$ cat src/hdl/mgs_pkg.sv
`default_nettype none
package mgs_pkg;

  // register offsets, index space of the serial port
  localparam logic [11:0] STATUS_OFFSET = 12'h000;
  localparam logic [11:0] MODE0_OFFSET = 12'h001;

  // read-only virtual map rows, address bits 11:4
  localparam logic [7:0] VIRT_ROW_FIRST = 8'h80;
  localparam logic [7:0] VIRT_ROW_LAST = 8'h8f;
  localparam logic [7:0] SPECIAL_ROW = 8'hc0;

  // global_status field positions
  localparam int ST_CRYSTAL_FAILED = 6;
  localparam int ST_POWER_ON_RESET = 5;
  localparam int ST_WATCHDOG_RESET = 4;
  localparam int ST_CURRENT_ORDER = 3;
  localparam int ST_VOLTAGE_ORDER = 2;
  localparam int ST_SECOND_REVERSE = 1;
  localparam int ST_FIRST_REVERSE = 0;

  // operating_mode_0 field positions
  localparam int MD_EXTERNAL_CLOCK = 4;
  localparam int MD_SOFTWARE_RESTART = 3;
  localparam int MD_SIGNAL_DISABLE = 2;
  localparam int MD_LOW_POWER = 1;

  // reset values and writable mask
  localparam logic [7:0] STATUS_RESET = 8'h00;
  localparam logic [7:0] MODE0_RESET = 8'h00;
  localparam logic [7:0] MODE0_WRITE_MASK = 8'h1e;

  // live status inputs, all on core_clk
  typedef struct packed {
    logic current_phase_order;
    logic voltage_phase_order;
    logic second_pulse_reverse;
    logic first_pulse_reverse;
  } mgs_status_in_t;

  // mode controls driven to the rest of the device
  typedef struct packed {
    logic external_clock_select;
    logic software_restart;
    logic signal_processing_disable;
    logic low_power_select;
  } mgs_mode_out_t;

endpackage : mgs_pkg
`default_nettype wire

$ cat src/hdl/mgs_regs.sv
`timescale 1ns/100ps
`default_nettype none
module mgs_regs (
  // clock, reset, enable
  input wire logic core_clk,
  input wire logic reset,
  input wire logic clk_en,
  // decoded serial-port register access
  input wire logic [11:0] host_addr,
  input wire logic host_wr,
  input wire logic host_rd,
  input wire logic [7:0] host_wdata,
  output logic [7:0] host_rdata,
  output logic host_rvalid,
  output logic host_wr_refused,
  // reset cause events, one-cycle pulses
  input wire logic power_on_reset_event,
  input wire logic watchdog_reset_event,
  // crystal monitor, asynchronous level
  input wire logic crystal_failed_pin,
  // live measurement status
  input wire mgs_pkg::mgs_status_in_t status_in,
  // software restart completion, one-cycle pulse
  input wire logic restart_done,
  // mode controls
  output mgs_pkg::mgs_mode_out_t mode_out
);

  logic crystal_failed_flag;
  logic power_on_reset_flag;
  logic watchdog_reset_flag;
  logic [3:0] live_status;
  logic [7:0] operating_mode_0;
  logic [7:0] next_mode;
  logic next_por;
  logic next_wdt;

  function automatic logic in_virtual_map(input logic [11:0] addr);
    in_virtual_map = (addr[11:4] >= mgs_pkg::VIRT_ROW_FIRST && addr[11:4] <= mgs_pkg::VIRT_ROW_LAST)
                     || addr[11:4] == mgs_pkg::SPECIAL_ROW;
  endfunction : in_virtual_map

  wire sel_status = host_addr == mgs_pkg::STATUS_OFFSET;
  wire sel_mode = host_addr == mgs_pkg::MODE0_OFFSET;
  wire sel_virtual = in_virtual_map(host_addr);
  wire wr_status = host_wr && sel_status;
  wire wr_mode = host_wr && sel_mode;
  wire [7:0] global_status = {1'b0, crystal_failed_flag, power_on_reset_flag, watchdog_reset_flag, live_status};
  wire [7:0] read_value = sel_status ? global_status : (sel_mode ? operating_mode_0 : 8'h00);

  mgs_sync3 u_crystal_sync (
    .core_clk(core_clk),
    .reset(reset),
    .clk_en(clk_en),
    .async_in(crystal_failed_pin),
    .level_out(crystal_failed_flag)
  );

  assign next_por = power_on_reset_event
                    || (power_on_reset_flag && !(wr_status && !host_wdata[mgs_pkg::ST_POWER_ON_RESET]));
  assign next_wdt = watchdog_reset_event
                    || (watchdog_reset_flag && !(wr_status && !host_wdata[mgs_pkg::ST_WATCHDOG_RESET]));

  always_comb begin
    next_mode = operating_mode_0;
    if (wr_mode) begin
      next_mode = host_wdata & mgs_pkg::MODE0_WRITE_MASK;
    end
    if (restart_done && !(wr_mode && host_wdata[mgs_pkg::MD_SOFTWARE_RESTART])) begin
      next_mode[mgs_pkg::MD_SOFTWARE_RESTART] = 1'b0;
    end
  end

  always_ff @(posedge core_clk) begin
    if (reset) begin
      power_on_reset_flag <= mgs_pkg::STATUS_RESET[mgs_pkg::ST_POWER_ON_RESET];
      watchdog_reset_flag <= mgs_pkg::STATUS_RESET[mgs_pkg::ST_WATCHDOG_RESET];
      live_status <= mgs_pkg::STATUS_RESET[3:0];
      operating_mode_0 <= mgs_pkg::MODE0_RESET;
    end else if (clk_en) begin
      power_on_reset_flag <= next_por;
      watchdog_reset_flag <= next_wdt;
      live_status <= status_in;
      operating_mode_0 <= next_mode;
    end
  end

  always_ff @(posedge core_clk) begin
    if (reset) begin
      host_rdata <= 8'h00;
      host_rvalid <= 1'b0;
      host_wr_refused <= 1'b0;
    end else if (clk_en) begin
      host_rvalid <= host_rd;
      host_wr_refused <= host_wr && sel_virtual;
      if (host_rd) begin
        host_rdata <= read_value;
      end
    end
  end

  assign mode_out.external_clock_select = operating_mode_0[mgs_pkg::MD_EXTERNAL_CLOCK];
  assign mode_out.software_restart = operating_mode_0[mgs_pkg::MD_SOFTWARE_RESTART];
  assign mode_out.signal_processing_disable = operating_mode_0[mgs_pkg::MD_SIGNAL_DISABLE];
  assign mode_out.low_power_select = operating_mode_0[mgs_pkg::MD_LOW_POWER];

  // checks
  property p_virtual_read_only;
    @(posedge core_clk) disable iff (reset)
      clk_en && host_wr && sel_virtual && !restart_done |=> $stable(operating_mode_0) && host_wr_refused;
  endproperty
  a_virtual_read_only: assert property (p_virtual_read_only) else $error("virtual map write changed state");

  property p_crystal_follows;
    @(posedge core_clk) disable iff (reset)
      clk_en && crystal_failed_pin ##1 (clk_en && crystal_failed_pin) [*3] |=> crystal_failed_flag;
  endproperty
  a_crystal_follows: assert property (p_crystal_follows) else $error("crystal failure not reported");

  property p_por_set;
    @(posedge core_clk) disable iff (reset)
      clk_en && power_on_reset_event |=> power_on_reset_flag;
  endproperty
  a_por_set: assert property (p_por_set) else $error("power-on flag not set");

  property p_por_clear;
    @(posedge core_clk) disable iff (reset)
      clk_en && wr_status && !host_wdata[mgs_pkg::ST_POWER_ON_RESET] && !power_on_reset_event
      |=> !power_on_reset_flag;
  endproperty
  a_por_clear: assert property (p_por_clear) else $error("power-on flag not cleared");

  property p_wdt_set_wins;
    @(posedge core_clk) disable iff (reset)
      clk_en && watchdog_reset_event |=> watchdog_reset_flag;
  endproperty
  a_wdt_set_wins: assert property (p_wdt_set_wins) else $error("watchdog flag lost");

  property p_wdt_clear;
    @(posedge core_clk) disable iff (reset)
      clk_en && wr_status && !host_wdata[mgs_pkg::ST_WATCHDOG_RESET] && !watchdog_reset_event
      |=> !watchdog_reset_flag;
  endproperty
  a_wdt_clear: assert property (p_wdt_clear) else $error("watchdog flag not cleared");

  property p_status_read;
    @(posedge core_clk) disable iff (reset)
      clk_en && host_rd && sel_status && $past(clk_en) && !$past(reset)
      |=> host_rvalid && host_rdata[3:0] == $past(status_in, 2) && !host_rdata[7];
  endproperty
  a_status_read: assert property (p_status_read) else $error("status read mismatch");

  property p_mode_write;
    @(posedge core_clk) disable iff (reset)
      clk_en && wr_mode && !restart_done
      |=> mode_out == $past(host_wdata[4:1]) && operating_mode_0[7:5] == 3'h0 && !operating_mode_0[0];
  endproperty
  a_mode_write: assert property (p_mode_write) else $error("mode write not applied");

  property p_restart_clears;
    @(posedge core_clk) disable iff (reset)
      clk_en && restart_done && !wr_mode |=> !mode_out.software_restart;
  endproperty
  a_restart_clears: assert property (p_restart_clears) else $error("restart bit not cleared");

  property p_mode_holds;
    @(posedge core_clk) disable iff (reset)
      !clk_en || (!wr_mode && !restart_done) |=> $stable(operating_mode_0);
  endproperty
  a_mode_holds: assert property (p_mode_holds) else $error("mode changed without cause");

  property p_crystal_clears;
    @(posedge core_clk) disable iff (reset)
      clk_en && !crystal_failed_pin ##1 (clk_en && !crystal_failed_pin) [*3] |=> !crystal_failed_flag;
  endproperty
  a_crystal_clears: assert property (p_crystal_clears) else $error("crystal recovery not reported");

  property p_live_status;
    @(posedge core_clk) disable iff (reset)
      clk_en |=> live_status == $past(status_in);
  endproperty
  a_live_status: assert property (p_live_status) else $error("live status not tracking");

  property p_refused_only_virtual;
    @(posedge core_clk) disable iff (reset)
      clk_en && !(host_wr && sel_virtual) |=> !host_wr_refused;
  endproperty
  a_refused_only_virtual: assert property (p_refused_only_virtual) else $error("write refused outside map");

  property p_frozen;
    @(posedge core_clk) disable iff (reset)
      !clk_en |=> $stable(operating_mode_0) && $stable(power_on_reset_flag) && $stable(watchdog_reset_flag)
                  && $stable(host_rdata) && $stable(host_rvalid);
  endproperty
  a_frozen: assert property (p_frozen) else $error("state moved while disabled");

  property p_reserved_zero;
    @(posedge core_clk) disable iff (reset)
      operating_mode_0[7:5] == 3'h0 && !operating_mode_0[0] && !global_status[7];
  endproperty
  a_reserved_zero: assert property (p_reserved_zero) else $error("reserved bit set");

endmodule : mgs_regs
`default_nettype wire

$ cat src/hdl/mgs_sync3.sv
`timescale 1ns/100ps
`default_nettype none
module mgs_sync3 (
  // clock and control
  input wire logic core_clk,
  input wire logic reset,
  input wire logic clk_en,
  // asynchronous level in, filtered level out
  input wire logic async_in,
  output logic level_out
);

  logic stage1;
  logic stage2;
  logic stage3;

  // change accepted once second and third stages agree
  always_ff @(posedge core_clk) begin
    if (reset) begin
      stage1 <= 1'b0;
      stage2 <= 1'b0;
      stage3 <= 1'b0;
      level_out <= 1'b0;
    end else if (clk_en) begin
      stage1 <= async_in;
      stage2 <= stage1;
      stage3 <= stage2;
      if (stage2 == stage3) begin
        level_out <= stage3;
      end
    end
  end

endmodule : mgs_sync3
`default_nettype wire

$ cat config.mk
export PLATFORM = sky130hd
export DESIGN_NAME = mgs_regs
export DESIGN_NICKNAME = d
export VERILOG_FILES = /design/src/hdl/mgs_pkg.sv /design/src/hdl/mgs_regs.sv /design/src/hdl/mgs_sync3.sv
export SDC_FILE = /design/constraint.sdc
export NUM_CORES = 1
export LEC_CHECK = 0
export BUFFER_PORTS_ARGS = -buffer_cell sky130_fd_sc_hd__buf_2
export CORE_AREA = 2 2 47 57
export CTS_CLUSTER_DIAMETER = 40
export CTS_CLUSTER_SIZE = 16
export DETAILED_ROUTE_END_ITERATION = 10
export DIE_AREA = 0 0 49 59
export GPL_TIMING_DRIVEN = 0
export PLACE_DENSITY = 0.75
export SLEW_MARGIN = 5
export SYNTH_ARGS = -nofsm -noshare
export SYNTH_HDL_FRONTEND = slang
export SYNTH_SLANG_ARGS = --single-unit
$ cat constraint.sdc
create_clock -name core_clk -period 2 [get_ports core_clk]
set_input_delay 0.1 -clock core_clk [delete_from_list [all_inputs] [get_ports core_clk]]
set_output_delay 0.1 -clock core_clk [all_outputs]
set_load 0.1 [all_outputs]
==> summary.md <==
| Metric | Value |
|---|---|
| CP Data Arrival Time | `1.55 ns` |
| Post-CTS Setup Repair Bufs | `0` |
| RSZ-0062 raised after global routing | `no` |
| Io pins | `47` |
| Clk slew on worst S/H paths | `0.12 ns` |
| ANT cells | `0` |
| Reg2reg setup slack | `1.25 ns` |
| Post-synthesis cell type count | `23` |
| DR DRC count | `0` |
| Final core occ | `55.3%` |
| Clk_lat worst skew | `0.30 ns` |
| Layout cells sized above 1 | `36.0%` |
| Status | `finished, final reports clean` |
| Max-slew violations | `0` |
| Mux cell area share after synthesis | `14.9%` |
| Fin crit period | `1.32 ns` |
| Setup TNS | `0 ns` |
| Final GP Congestion | `0.815` |
| Root Driver | `clkbuf_4` |
| Drt wl/cell | `12.7 um` |
| Post-Route Skew | `0.00506 ns` |
| Initial DRC Count | `6` |
| HP Class | `in -> reg` |
| CTS sink count | `23` |
| Power Density | `624 nW/um^2` |
| Final ANT Viol Nets | `0` |
| Drt total wl | `2300 um` |
| Crit Path Category | `in -> reg` |
| Setup Viol. Count Final | `0` |
| Synth Area in Simple Gates | `23.8%` |
| Area growth syn-to-layout | `26.2%` |
| Drt first pass iters | `4` |
| CP Data Required Time | `2.23 ns` |
| Hold path startpoint | `status_in[3]` |
| Max-Cap Viols | `0` |
| CORE AREA | `2310 sq um` |
| Reg-to-reg startpoint | `u_crystal_sync.stage2` |
| Critical Path Source Type | `input port` |
| Crit path capture type | `flop` |
| Initial Utilization | `43.8%` |
| Fin nets | `184` |
| Worst vdd ir | `502 uV` |
| TritonCTS buffer count | `3` |
| Synth Area in Compound Gates | `11.8%` |
| Mean Syn Cell Area | `9.54 sq um` |
| Yosys reg bits | `23` |
| Critical path fanouts, max | `4` |
| Syn. warnings | `0` |
| Cells after synthesis | `106` |
| Post-Synth XOR/XNOR Area | `0%` |
| Sequential cell area fraction in the yosys report | `45.5%` |
| Fin. Hold Viols | `0` |
| H-tree levels | `1` |
| Die W | `49 um` |
| Worst Reg-to-Reg Cells | `3` |
| Global route overflow | `0` |
| Port Buf Inserts | `40` |
| Final period util | `66.0%` |
| Antenna violations before repair | `0` |
| Post-Synth Adder-Cell Area | `0%` |
| Deepest clock path buffer count | `2` |
| Cell row count | `19` |
| Hold path depth | `3` |
| First-pass GRT wire length | `3750 um` |
| Worst R2R End | `u_crystal_sync.level_out` |
| Slew @ Worst Pin | `0.643 ns` |
| Number of global-route vias before repair | `900` |
| Largest net degree at the start of global routing | `13` |
| Chip Height | `59 um` |
| Vias per cell | `5.02` |
| Peak Freq | `0.758 GHz` |
| Worst rel slew slack | `57.1%` |
| Hold buffers post-CTS | `0` |
| Die area | `2890 sq um` |
| Via Count | `909` |
| Total GRT Usage | `16.4%` |
| WHS Endpoint | `live_status[3]` |
| Commonest non-fill, non-tap cell in the layout | `buf_2` |
| CTS tree | `built` |
| Largest family of logic cells by synthesized area | `simple AND/OR/NAND/NOR gates` |
| Leakage | `0.000577 uW` |
| Mapped cell area | `1010 sq um` |
| Most frequent cells in the layout | `40 x buf_2, 23 x dfxtp_1, 15 x mux2i_1, 13 x nand2_1, 10 x nand2b_1` |
| Min Hold Slack | `0.0319 ns` |
| PostCTS Resize Cnt | `0` |
| Syn nets | `139` |
## synth_stat cells, drive strengths merged
master,n,area (sq um)
a21oi,8,40.0
dfxtp,23,460
a211oi,2,15.0
or4b,1,10.0
nor4,2,27.5
mux2i,15,150
buf,3,22.5
nand3b,1,7.51
o21ai,8,47.5
or4,5,48.8
nand2,13,48.8
nor2,7,26.3
or3b,1,8.76
a21o,1,7.51
inv,1,3.75
clkbuf,3,11.3
conb,1,3.75
nand2b,10,62.6
a211o,1,8.76
## final cells by class
type	count	area [sq um]
plain buffers	6	33.8
clock buffers	4	26.3
fillers	221	1030
inverters	1	3.75
multi-input cells	76	513
flip-flops and latches	23	460
well taps	31	38.8
repair buffers	40	200
## worst max path at each step
| stage | start | to | slack [ns] | cells after the start |
|---|---|---|---|---|
| 2_1_floorplan | host_addr[8] | host_rdata[1] | 0.56 | 3 |
| 3_3_place_gp | host_addr[8] | host_rdata[3] | 0.40 | 4 |
| 3_5_place_dp | host_addr[11] | operating_mode_0[2] | 0.36 | 4 |
| 4_1_cts | host_addr[11] | operating_mode_0[2] | 0.68 | 4 |
| 5_1_grt | host_addr[11] | operating_mode_0[2] | 0.62 | 4 |
| 6_report | host_addr[11] | operating_mode_0[2] | 0.68 | 4 |
## critical path, cell delays in order
cell and delay [ns]:
buf_2 0.12, or4b_2 0.70, nor4_4 0.39, mux2i_1 0.25
## kinds of logic (layout without fill, tap and decap cells)
family,after synthesis,after routing
compound gates,20,20
buf+inv,7,51
flops,23,23
mux,15,15
other cells,1,1
simple gates,40,40
## metrics by stage
stage | std cells | setup slack, ns | cell area (sq um) | total power (uW)
final | 181 | 0.681 | 1280 | 796
after floorplan | 106 | 0.557 | 1010 | 553
after detailed placement | 177 | 0.360 | 1250 | 595
after global routing | 181 | 0.615 | 1280 | 831
after global placement | 177 | 0.403 | 1250 | 592
after CTS | 181 | 0.675 | 1280 | 801
## power by group
part / total (uW) / internal [uW] / switching [uW]
clock network: 211 / 77.6 / 134
logic: 111 / 47.5 / 63.1
registers: 475 / 469 / 5.68
total: 796 / 594 / 202
## sequential cells by signal, indices dropped and copies added, names as in the netlist
| name | count |
|---|---|
| host_wr_refused | 1 |
| watchdog_reset_flag | 1 |
| host_rvalid | 1 |
| live_status | 4 |
| operating_mode_0 | 4 |
| u_crystal_sync.stage1 | 1 |
| u_crystal_sync.level_out | 1 |
| u_crystal_sync.stage2 | 1 |
| u_crystal_sync.stage3 | 1 |
| host_rdata | 7 |
| power_on_reset_flag | 1 |
## per-layer routing
metal	track usage [%]	vias up	wire length, um	part of all wire (%)
li1	-	453	-	-
met1	17.3	435	946	41
met2	33.1	17	1240	54
met3	2.27	4	72	3.1
met4	6.12	0	35	1.5
met5	0	-	0	0
(Power assumes the default switching activity.)
